--- config.mk ---
export PLATFORM = sky130hd
export DESIGN_NAME = adc_sequencer_control
export DESIGN_NICKNAME = d
export VERILOG_FILES = /design/src/adc_ctrl_pkg.sv /design/src/adc_sequencer_control.sv
export SDC_FILE = /design/constraint.sdc
export NUM_CORES = 1
export LEC_CHECK = 0
export ABC_CLOCK_PERIOD_IN_PS = 2200
export BUFFER_PORTS_ARGS = -buffer_cell sky130_fd_sc_hd__buf_2
export CORE_ASPECT_RATIO = 0.75
export CORE_UTILIZATION = 50
export CTS_BUF_LIST = sky130_fd_sc_hd__clkbuf_8
export DETAILED_ROUTE_END_ITERATION = 8
export PLACE_DENSITY = 0.78
export SLEW_MARGIN = 20
export SYNTH_ARGS = -nofsm -noshare
export SYNTH_HDL_FRONTEND = slang
export SYNTH_SLANG_ARGS = --single-unit
--- constraint.sdc ---
create_clock -name sys_clk -period 2.2 [get_ports sys_clk]
set_input_delay 0.22 -clock sys_clk [delete_from_list [all_inputs] [get_ports sys_clk]]
set_output_delay 0.22 -clock sys_clk [all_outputs]
set_load 0.02 [all_outputs]
--- src/adc_ctrl_pkg.sv ---
// Package: register map, field layout and timing constants of the converter control block
package adc_ctrl_pkg;

  // ***********************
  // Register byte addresses
  // ***********************
  localparam logic [7:0] OPER_CTRL_OFS = 8'h14;
  localparam logic [7:0] PORT_CFG_OFS = 8'h15;
  localparam logic [7:0] RESULT_HIGH_OFS = 8'h18;
  localparam logic [7:0] RESULT_LOW_OFS = 8'h1C;
  localparam logic [7:0] IRQ_STATUS_OFS = 8'h20;
  localparam logic [7:0] IRQ_ENABLE_OFS = 8'h24;
  localparam logic [7:0] IRQ_CLEAR_OFS = 8'h28;

  // *****************
  // Field positions
  // *****************
  localparam int POWER_BIT = 0;
  localparam int GO_BIT = 2;
  localparam int CHAN_LSB = 4;
  localparam int REFSEL_BIT = 0;
  localparam int PCFG_LSB = 1;
  localparam int JUSTIFY_BIT = 5;
  localparam int CLKSEL_LSB = 6;
  localparam logic [7:0] OPER_CTRL_MASK = 8'hF5;
  localparam logic [7:0] PORT_CFG_MASK = 8'hEF;
  localparam logic [7:0] CTRL_RESET = 8'h00;

  // *****************
  // Sizes
  // *****************
  localparam int RESULT_BITS = 10;
  localparam int CHANNELS_SMALL = 12;
  localparam int CHANNELS_LARGE = 16;
  localparam int CONV_PERIODS = 12;
  localparam logic [6:0] DIV_FOSC8 = 7'h08;
  localparam logic [6:0] DIV_FOSC32 = 7'h20;
  localparam logic [6:0] DIV_FOSC64 = 7'h40;
  localparam logic [1:0] CLKSEL_RC = 2'h3;

  typedef enum logic [1:0] {
    ST_IDLE = 2'b00,
    ST_SAMPLE = 2'b01,
    ST_CONVERT = 2'b10
  } conv_state_t;

  // Analog front end control bundle
  typedef struct packed {
    logic power_on;
    logic hold;
    logic [3:0] channel;
    logic ref_pins;
    logic [15:0] analog_pins;
    logic [RESULT_BITS-1:0] dac_code;
  } afe_ctrl_t;

endpackage

--- src/adc_sequencer_control.sv ---
// Converter control: registers, successive-approximation sequencer and interrupt
`timescale 1ns/100ps

// Function
// - Twelve or sixteen channels via channel field
// - Ten-bit result by successive approximation
// - Convert from held sample, not live pin
// - References selectable: supply rails or pins
// - Keep converting in sleep only with RC
// - Result high, low, control, port config registers
// - Port config selects analog pins and references
// - Completion loads result, clears start, flags
// - Conversion lasts twelve conversion clock periods
// - Clock select: divide 8, 32, 64, RC
// - Justify bit chooses right or left alignment
module adc_sequencer_control
  import adc_ctrl_pkg::*;
#(
  parameter bit LARGE_VARIANT = 1'b1
) (
  // Clock and reset
  input wire logic sys_clk,
  input wire logic resetn,
  input wire logic clk_en,
  // Avalon-MM slave
  input wire logic [7:0] avs_address,
  input wire logic avs_read,
  input wire logic avs_write,
  input wire logic [31:0] avs_writedata,
  output logic [31:0] avs_readdata,
  output logic avs_waitrequest,
  // System state and RC conversion clock tick
  input wire logic cpu_sleep,
  input wire logic rc_clk_pin,
  // Analog front end
  input wire logic comparator_pin,
  output afe_ctrl_t afe_ctrl,
  // Interrupt
  output logic irq
);

  // *****************
  // Input synchronisers
  // *****************
  logic [1:0] cmp_sync_q;
  logic [2:0] rc_sync_q;
  always_ff @(posedge sys_clk or negedge resetn) begin
    if (!resetn) begin
      cmp_sync_q <= 2'h0;
      rc_sync_q <= 3'h0;
    end else if (clk_en) begin
      cmp_sync_q <= {cmp_sync_q[0], comparator_pin};
      rc_sync_q <= {rc_sync_q[1:0], rc_clk_pin};
    end
  end
  wire logic cmp_above = cmp_sync_q[1];
  wire logic rc_tick = rc_sync_q[1] & ~rc_sync_q[2];

  // *****************
  // Registers
  // *****************
  logic [7:0] oper_q;
  logic [7:0] cfg_q;
  logic [RESULT_BITS-1:0] result_q;
  logic status_q;
  logic enable_q;
  logic [1:0] ack_q;
  conv_state_t state_q;
  logic [RESULT_BITS-1:0] sar_q;
  logic [3:0] bit_q;
  logic [3:0] period_q;
  logic [6:0] div_q;
  logic [15:0] analog_map;

  wire logic power_on = oper_q[POWER_BIT];
  wire logic [3:0] chan_sel = oper_q[CHAN_LSB +: 4];
  wire logic [1:0] clk_sel = cfg_q[CLKSEL_LSB +: 2];
  wire logic right_just = cfg_q[JUSTIFY_BIT];

  // Access completes one cycle after it is seen, so waitrequest is low in the second cycle
  wire logic bus_req = (avs_read | avs_write) & ~ack_q[0];
  wire logic wr_take = avs_write & ack_q[0];
  wire logic sel_oper = (avs_address == OPER_CTRL_OFS);
  wire logic sel_cfg = (avs_address == PORT_CFG_OFS);
  wire logic sel_clr = (avs_address == IRQ_CLEAR_OFS);
  wire logic sel_en = (avs_address == IRQ_ENABLE_OFS);

  // Reserved codes on the small part fall back to channel zero
  wire logic chan_ok = LARGE_VARIANT || (chan_sel < 4'(CHANNELS_SMALL));
  wire logic [7:0] oper_wdata = avs_writedata[7:0] & OPER_CTRL_MASK;

  // Conversion clock: oscillator divide or RC tick
  wire logic [6:0] div_limit = (clk_sel == 2'h0) ? DIV_FOSC8 :
                               (clk_sel == 2'h1) ? DIV_FOSC32 : DIV_FOSC64;
  wire logic use_rc = (clk_sel == CLKSEL_RC);
  wire logic osc_tick = (div_q == div_limit - 7'h01);
  // In sleep the oscillator is stopped; only the RC clock keeps the sequence going
  wire logic period_tick = use_rc ? rc_tick : (osc_tick & ~cpu_sleep);
  wire logic go_write = wr_take & sel_oper & oper_wdata[GO_BIT];
  wire logic start = go_write & oper_wdata[POWER_BIT] & (state_q == ST_IDLE);
  wire logic last_period = period_tick & (period_q == 4'(CONV_PERIODS - 1));
  wire logic done = (state_q == ST_CONVERT) & last_period;
  // A repeated start during a conversion keeps the busy bit instead of dropping it
  wire logic go_hold = go_write & oper_wdata[POWER_BIT] & oper_q[GO_BIT] & ~done;
  wire logic [RESULT_BITS-1:0] trial = sar_q | (10'h001 << bit_q);
  wire logic [RESULT_BITS-1:0] kept = cmp_above ? trial : sar_q;

  // Result byte views
  wire logic [7:0] res_high = right_just ? {6'h00, result_q[9:8]} : result_q[9:2];
  wire logic [7:0] res_low = right_just ? result_q[7:0] : {result_q[1:0], 6'h00};

  wire logic [7:0] rd_byte = sel_oper ? oper_q :
                             sel_cfg ? cfg_q :
                             (avs_address == RESULT_HIGH_OFS) ? res_high :
                             (avs_address == RESULT_LOW_OFS) ? res_low :
                             (avs_address == IRQ_STATUS_OFS) ? {7'h00, status_q} :
                             sel_en ? {7'h00, enable_q} : 8'h00;

  always_ff @(posedge sys_clk or negedge resetn) begin
    if (!resetn) begin
      ack_q <= 2'h0;
      avs_waitrequest <= 1'b1;
      avs_readdata <= 32'h0;
    end else if (clk_en) begin
      ack_q <= {1'b0, bus_req};
      avs_waitrequest <= ~bus_req;
      if (bus_req && avs_read) begin
        avs_readdata <= {24'h000000, rd_byte};
      end
    end
  end

  // Operation control: software writes, hardware clears start bit and power gates it
  always_ff @(posedge sys_clk or negedge resetn) begin
    if (!resetn) begin
      oper_q <= CTRL_RESET;
      cfg_q <= CTRL_RESET;
      enable_q <= 1'b0;
    end else if (clk_en) begin
      if (wr_take && sel_oper) begin
        oper_q <= {oper_wdata[7:3], start | go_hold, oper_wdata[1:0]};
      end else if (done || !power_on) begin
        oper_q[GO_BIT] <= 1'b0;
      end
      if (wr_take && sel_cfg) begin
        cfg_q <= avs_writedata[7:0] & PORT_CFG_MASK;
      end
      if (wr_take && sel_en) begin
        enable_q <= avs_writedata[0];
      end
    end
  end

  // Sequencer: sample period, then one period per bit, plus a settle period
  always_ff @(posedge sys_clk or negedge resetn) begin
    if (!resetn) begin
      state_q <= ST_IDLE;
      sar_q <= 10'h000;
      bit_q <= 4'h0;
      period_q <= 4'h0;
      div_q <= 7'h00;
      result_q <= 10'h000;
    end else if (clk_en) begin
      div_q <= (osc_tick || state_q == ST_IDLE) ? 7'h00 : div_q + 7'h01;
      if (!power_on && !start) begin
        state_q <= ST_IDLE;
      end else begin
        case (state_q)
          ST_IDLE: begin
            if (start) begin
              state_q <= ST_SAMPLE;
              period_q <= 4'h0;
              sar_q <= 10'h000;
              bit_q <= 4'(RESULT_BITS - 1);
            end
          end
          ST_SAMPLE: begin
            if (period_tick) begin
              state_q <= ST_CONVERT;
              period_q <= period_q + 4'h1;
            end
          end
          ST_CONVERT: begin
            if (period_tick) begin
              period_q <= period_q + 4'h1;
              if (period_q <= 4'(RESULT_BITS)) begin
                sar_q <= kept;
                bit_q <= bit_q - 4'h1;
              end
              if (last_period) begin
                state_q <= ST_IDLE;
                result_q <= sar_q;
              end
            end
          end
          default: state_q <= ST_IDLE;
        endcase
      end
    end
  end

  // Analog front end drive
  always_ff @(posedge sys_clk or negedge resetn) begin
    if (!resetn) begin
      afe_ctrl <= '0;
    end else if (clk_en) begin
      afe_ctrl.power_on <= power_on;
      afe_ctrl.hold <= (state_q == ST_CONVERT);
      afe_ctrl.channel <= chan_ok ? chan_sel : 4'h0;
      afe_ctrl.ref_pins <= cfg_q[REFSEL_BIT];
      afe_ctrl.analog_pins <= analog_map;
      afe_ctrl.dac_code <= (state_q == ST_CONVERT) ? trial : sar_q;
    end
  end

  // Analog pin map: channels at or above the cut in each half turn digital
  wire logic [2:0] pcfg = cfg_q[PCFG_LSB +: 3];
  genvar gi;
  generate
    for (gi = 0; gi < CHANNELS_LARGE; gi++) begin : g_pin
      assign analog_map[gi] = (pcfg != 3'h7) && (4'(gi % 8) < 4'(8 - pcfg)) &&
                              (LARGE_VARIANT || gi < CHANNELS_SMALL);
    end
  endgenerate

  // Interrupt: set wins over clear
  always_ff @(posedge sys_clk or negedge resetn) begin
    if (!resetn) begin
      status_q <= 1'b0;
      irq <= 1'b0;
    end else if (clk_en) begin
      if (done) begin
        status_q <= 1'b1;
      end else if (wr_take && sel_clr && avs_writedata[0]) begin
        status_q <= 1'b0;
      end
      irq <= (status_q | done) & enable_q;
    end
  end

  // *****************
  // Check helpers
  // *****************
  // Tally of conversion clock periods kept apart from the sequencer's own counter
  logic [3:0] conv_period_count_q;
  always_ff @(posedge sys_clk or negedge resetn) begin
    if (!resetn) begin
      conv_period_count_q <= 4'h0;
    end else if (clk_en) begin
      if (start) begin
        conv_period_count_q <= 4'h0;
      end else if (period_tick && state_q != ST_IDLE && conv_period_count_q != 4'hF) begin
        conv_period_count_q <= conv_period_count_q + 4'h1;
      end
    end
  end

  // *****************
  // Checks
  // *****************
  AST_GO_CLEARS_ON_DONE: assert property (@(posedge sys_clk) disable iff (!resetn)
    clk_en && done |=> !oper_q[GO_BIT] && status_q) else $error("done did not clear start bit");
  AST_NO_START_OFF: assert property (@(posedge sys_clk) disable iff (!resetn)
    clk_en && !power_on && state_q == ST_IDLE && !(wr_take && sel_oper) |=> state_q == ST_IDLE)
    else $error("conversion started while off");
  AST_POWER_OFF_IDLE: assert property (@(posedge sys_clk) disable iff (!resetn)
    clk_en && !power_on && !start |=> state_q == ST_IDLE) else $error("sequencer active while off");
  AST_TAD_COUNT: assert property (@(posedge sys_clk) disable iff (!resetn)
    clk_en && done |-> conv_period_count_q == 4'(CONV_PERIODS - 1)) else $error("conversion length wrong");
  AST_RESULT_LOAD: assert property (@(posedge sys_clk) disable iff (!resetn)
    clk_en && done |=> result_q == $past(sar_q)) else $error("result not loaded");
  AST_RIGHT_JUST: assert property (@(posedge sys_clk) disable iff (!resetn)
    clk_en && bus_req && avs_read && avs_address == RESULT_HIGH_OFS && right_just
    |=> avs_readdata[7:2] == 6'h00) else $error("right justify high bits nonzero");
  AST_LEFT_JUST: assert property (@(posedge sys_clk) disable iff (!resetn)
    clk_en && bus_req && avs_read && avs_address == RESULT_LOW_OFS && !right_just
    |=> avs_readdata[5:0] == 6'h00) else $error("left justify low bits nonzero");
  AST_RESERVED_ZERO: assert property (@(posedge sys_clk) disable iff (!resetn)
    oper_q[3] == 1'b0 && oper_q[1] == 1'b0) else $error("unimplemented bits set");
  AST_SLEEP_RC: assert property (@(posedge sys_clk) disable iff (!resetn)
    clk_en && cpu_sleep && !use_rc && state_q != ST_IDLE |=> period_q == $past(period_q))
    else $error("conversion clock ran in sleep");
  AST_HOLD: assert property (@(posedge sys_clk) disable iff (!resetn)
    clk_en && state_q == ST_CONVERT |=> afe_ctrl.hold) else $error("hold not asserted");
  AST_ONE_WAIT: assert property (@(posedge sys_clk) disable iff (!resetn)
    clk_en && bus_req |=> !avs_waitrequest) else $error("access not answered in one cycle");
  AST_START_NEEDS_POWER: assert property (@(posedge sys_clk) disable iff (!resetn)
    clk_en && go_write && !oper_wdata[POWER_BIT] |=> !oper_q[GO_BIT] && state_q == ST_IDLE)
    else $error("start taken without power");
  AST_OFF_NO_HOLD: assert property (@(posedge sys_clk) disable iff (!resetn)
    clk_en && !power_on && !start ##1 clk_en |=> !afe_ctrl.hold)
    else $error("hold kept while off");
  AST_CHAN_FOLLOWS: assert property (@(posedge sys_clk) disable iff (!resetn)
    clk_en && chan_ok |=> afe_ctrl.channel == $past(chan_sel)) else $error("channel not selected");
  AST_IRQ_ENABLED: assert property (@(posedge sys_clk) disable iff (!resetn)
    clk_en && status_q && enable_q |=> irq) else $error("enabled status did not raise irq");
  AST_IRQ_MASKED: assert property (@(posedge sys_clk) disable iff (!resetn)
    clk_en && !enable_q |=> !irq) else $error("masked status raised irq");

endmodule // adc_sequencer_control

# After elaboration in Yosys (flattened, before gate mapping)
# Index checks and enable logic that the tools add are counted.
# totals
reg_bits	101
in_bits	48
elab_cells	156
# classes
add_sub_neg	5
magnitude_cmp	9
eq_ne	23
n_shift	1
mux	35
bitwise_logic	23
reduce_logical	37
# ops
operator	n
$mux 10	5
$mux 8	6
$eq 8x5->1 const B	4
$eq 8x6->1 const B	3
$mux 7	3
$mux 4	5
$pmux 10 s2	1
$lt 3x4->1 const A	4
$pmux 4 s2	2
$logic_and 1x1->1	15
$reduce_and 5->1	3
$and 1x1->1	13
$ne 3x3->1 const B	4
$reduce_and 2->1	6
$mux 2	5
$or 10x10->10	1
$shl 1x4->10 const A	1
$lt 1x4->1 const A	2
$lt 2x4->1 const A	2
$ne 2x2->1 const B	4
$reduce_bool 2->1	4
$add 7x1->7 const B	1
$eq 7x7->1	1
$mux 1	7
19 further kinds	31

# Longest topological paths before layout
# depth
depth_word	13
depth_mapped	8

# Worst setup path before layout
# Ideal clock, no wire load.
# synth_path
kind	reg-to-reg
from	register div_q[0]
to	register result_q[0]
arrival_ns	2.123
slack_ns	-0.051
stages_incl_launch_ff	9
path_buffers	1
cell_sequence	dfrtp_1 -> ha_1 -> nand2_1 -> or4b_4 -> a21oi_4 -> o2111ai_2 -> nor3b_2 -> buf_4 -> mux2_1
# synth_between
elab_chain_cells	5
# synth_lines
element	line_no	source
start, declared	adc_sequencer_control.sv:72	logic [6:0] div_q;
start signal, assigned	adc_sequencer_control.sv:164	div_q <= (osc_tick || state_q == ST_IDLE) ? 7'h00 : div_q + 7'h01;
$eq 7x7->1 (*)	adc_sequencer_control.sv:96	wire logic osc_tick = (div_q == div_limit - 7'h01);
$and 1x1->1 (*)	adc_sequencer_control.sv:98	wire logic period_tick = use_rc ? rc_tick : (osc_tick & ~cpu_sleep);
$mux 1 (*)	adc_sequencer_control.sv:98	
$and 1x1->1	adc_sequencer_control.sv:101	wire logic last_period = period_tick & (period_q == 4'(CONV_PERIODS - 1));
$reduce_and 5->1 (no source line) (*)	n/a	
end signal, assigned	adc_sequencer_control.sv:192	result_q <= sar_q;
end, declared	adc_sequencer_control.sv:64	logic [RESULT_BITS-1:0] result_q;
# Every way passes the cells marked *; elsewhere a longest branch is shown, timed or not.
# A chain may end at the register's enable or synchronous reset.

# Worst setup path in the final report
# layout_path
from	register div_q[4]
to	register bit_q[0]
# layout_between
elab_chain_cells	5
# layout_lines
element	line_no	source
$eq 7x7->1	adc_sequencer_control.sv:96	
$and 1x1->1	adc_sequencer_control.sv:98	
$mux 1	adc_sequencer_control.sv:98	
$ne 2x2->1 (no source line)	n/a	
$reduce_and 6->1 (no source line)	n/a	
end signal, assigned	adc_sequencer_control.sv:174	bit_q <= 4'(RESULT_BITS - 1);
end signal, assigned	adc_sequencer_control.sv:188	bit_q <= bit_q - 4'h1;
end, declared	adc_sequencer_control.sv:70	logic [3:0] bit_q;
# No other way between the ends.

==> flow_metrics.tcl <==
set metrics [dict create \
    synth_cell_types 65 \
    antenna_found_initial 0 \
    fin_ws_ns -0.1098 \
    postSynth.asyncResetShare_pct 100.0 \
    ys_seq_elements 93 \
    worst_setup_path_end_kind "flip-flop" \
    clk_path_buf_depth 2 \
    syn_area_mm2 0.004902 \
    first_pass_iters 5 \
    multi_input_area_mm2 0.002449 \
    outcome "complete, but fails checks" \
    grt_pass1_vias 3690 \
    drive_gt1_share_pct 31.36 \
    clock_latency_ns 0.37 \
    tritoncts "done" \
    path_clk_slew_ns 0.09 \
    critPathMaxFanout 4 \
    drtAntennaViolNets 0 \
    tightest_slew_ns 0.6222 \
    finalWirelength_mm 11.48 \
    hold_viol_final 0 \
    ys_seq_area_share_pct 47.50 \
    nFillCells 755 \
    syn_avg_cell_area_um2 10.39 \
    num_vias 3864 \
    fp-row-count 30 \
    arrival_ns 2.56 \
    h-tree-depth 3 \
    grt_pass1_wl_mm 18.32 \
    wire_per_inst_um 16.74 \
    max_slew_margin_pct 58.52 \
    hp-class "primary input to flip-flop" \
    dieWidth_um 116.3 \
    diodes 0 \
    cap_violations 0 \
    clock-root-buffer "clkbuf_8" \
    finalWeightedCongestion 0.8433 \
    drc 0 \
    critPathKind "flip-flop to flip-flop" \
    core_area_mm2 0.009271 \
    fp.dieArea_mm2 0.01021 \
    start_util_pct 52.87 \
    fin_nets 619 \
    hold_depth 2 \
    regArea_mm2 0.002328 \
    vias_per_cell 5.633 \
    setup_viol 12 \
    synthCells 472 \
    cts.sinks 93 \
    ys_warn_count 0 \
    dr.first_iter.drc_count 291 \
    power_w 0.003291 \
    finClkSkew_ns 0.01072 \
    portBuffers 66 \
    grt_overflow_total 0 \
    power.leakage_nw 2.790 \
    io_pins 115 \
    rrSetupSlack_ns -0.11 \
    ir_drop_mv 0.3390 \
    r2r_cells 7 \
    final.min_clock_period_ns 2.310 \
    synthFlopType "dfrtp_1" \
    finalCritPeriodShare_pct 105.0 \
    synth_edf_count 0 \
    violations "negative setup slack" \
    grt_max_degree 61 \
    grtUsageTotal_pct 23.57 \
    drv_slew 0 \
    die_y_um 87.75 \
    dp_slack_ns -0.09588 \
    rsz0062_at_grt "true" \
    power.density_mw_per_mm2 565.0 \
    dp_hpwl_mm 8.261 \
    setup_tns_ns -0.8739 \
    cts_made_buffers 9 \
    syn_to_final_growth_pct 18.84 \
    max_freq_mhz 432.9 \
    cp.required_ns 2.45 \
    crit_path_start_kind "flip-flop" \
]
==> worst paths after layout <==
| check | endpoint | start |
|---|---|---|
| worst min register to register | avs_readdata[3] | avs_readdata[3] |
| min in group asynchronous | result_q[5] | resetn |
| worst max register to register | bit_q[0] | div_q[4] |
| worst max-delay path | bit_q[0] | div_q[4] |
| worst min-delay path | cfg_q[3] | avs_writedata[3] |
| max in group asynchronous | period_q[1] | resetn |
==> state kept, by name, indices dropped and copies added, names as in the netlist <==
name,flops
enable_q,1
irq,1
cfg_q,7
rc_sync_q,3
status_q,1
bit_q,4
state_q,2
div_q,7
avs_waitrequest,1
avs_readdata,8
period_q,4
sar_q,10
afe_ctrl,25
result_q,10
ack_q,1
oper_q,6
cmp_sync_q,2
==> synth_stat cells, drive strengths merged (5+ instances only) <==
cell type  number  area [um^2]
ha             18        225.2
mux2           37        416.7
a22oi           6        45.04
nor2b          10        70.06
a31oi           5        31.28
nand2          40        150.1
a22o           10        87.58
mux2i           8        80.08
nor3            6        30.03
a21oi          31        166.4
or4b            5        53.80
o21ai          27        138.9
buf            37        264.0
nand3           8        40.04
dfrtp          92         2302
inv            21        78.83
nor2           31        116.4
o22ai           6        37.54
and3            6        42.54
clkbuf         13        48.80
==> kinds of logic (layout without fill, tap and decap cells) <==
| kind of cell | Yosys count | after routing | share of synthesized area, % |
|---|---|---|---|
| simple gates | 129 | 129 | 13.99 |
| xor+xnor | 4 | 4 | 0.7148 |
| mux | 45 | 45 | 10.13 |
| compound gates | 111 | 111 | 15.01 |
| fa+ha+maj | 18 | 18 | 4.594 |
| other cells | 1 | 24 | 0.07650 |
| buf+inv | 71 | 134 | 7.989 |
| flops | 93 | 93 | 47.50 |
==> worst max-delay path, stage by stage, from the launching register on <==
cell	delay (ns)
dfrtp_1	0.42
nor2b_1	0.17
or4b_4	0.53
a21oi_4	0.20
buf_6	0.14
o21ai_4	0.07
or3_4	0.39
mux2_4	0.26
==> cells in the final DEF, fill, tap and decap left out, types with 8 or more instances in the layout <==
master and instances:
a21oi_1 30, nand2_1 39, clkbuf_8 10, a22o_1 10, nor2b_1 8, buf_2 65
inv_1 21, o21ai_0 24, dfrtp_1 92, nand3_1 8, mux2_2 26, mux2i_1 8
ha_1 16, conb_1 24, nor2_1 29, buf_4 25
==> timing repair <==
item,4_1_cts,5_1_grt
pin swaps,4,7
hold endpoints to repair,32,0
resized for setup,14,26
hold buffers,1,0
setup endpoints to repair,30,33
setup buffers,2,0
==> power breakdown <==
group          switching (W)  internal, W
Clock               0.000621     0.000564
Combinational       0.000218     0.000100
Sequential         0.0000316      0.00176
Total               0.000871      0.00242
==> layout make-up <==
class,instances,share of cell area (%)
inverters,21,1.353
flip-flops and latches,93,39.97
multi-input cells,331,42.03
clock buffers,10,2.363
clock inverters,6,1.181
well taps,128,2.749
repair buffers,97,10.35
==> per-stage QoR <==
| step | utilization [%] | hold slack (ns) | instance area (um^2) | instances |
|---|---|---|---|---|
| after floorplan | - | -0.07559 | 5002 | 495 |
| after detailed placement | 58.30 | 0.1992 | 5405 | 667 |
| after CTS | 61.55 | 0.06243 | 5707 | 686 |
| after global routing | 62.83 | 0.06452 | 5826 | 686 |
| final | 62.83 | 0.07982 | 5826 | 686 |
| after global placement | 58.30 | 0.1928 | 5405 | 667 |
==> per-layer routing <==
| metal | up-vias | routed length (um) | track usage, % |
|---|---|---|---|
| met4 | 0 | 209 | 7.110 |
| met3 | 22 | 661 | 6.920 |
| met5 | - | 0 | 0 |
| li1 | 1785 | - | - |
| met2 | 134 | 5400 | 36.36 |
| met1 | 1923 | 5212 | 32.21 |
(Power assumes the default switching activity.)
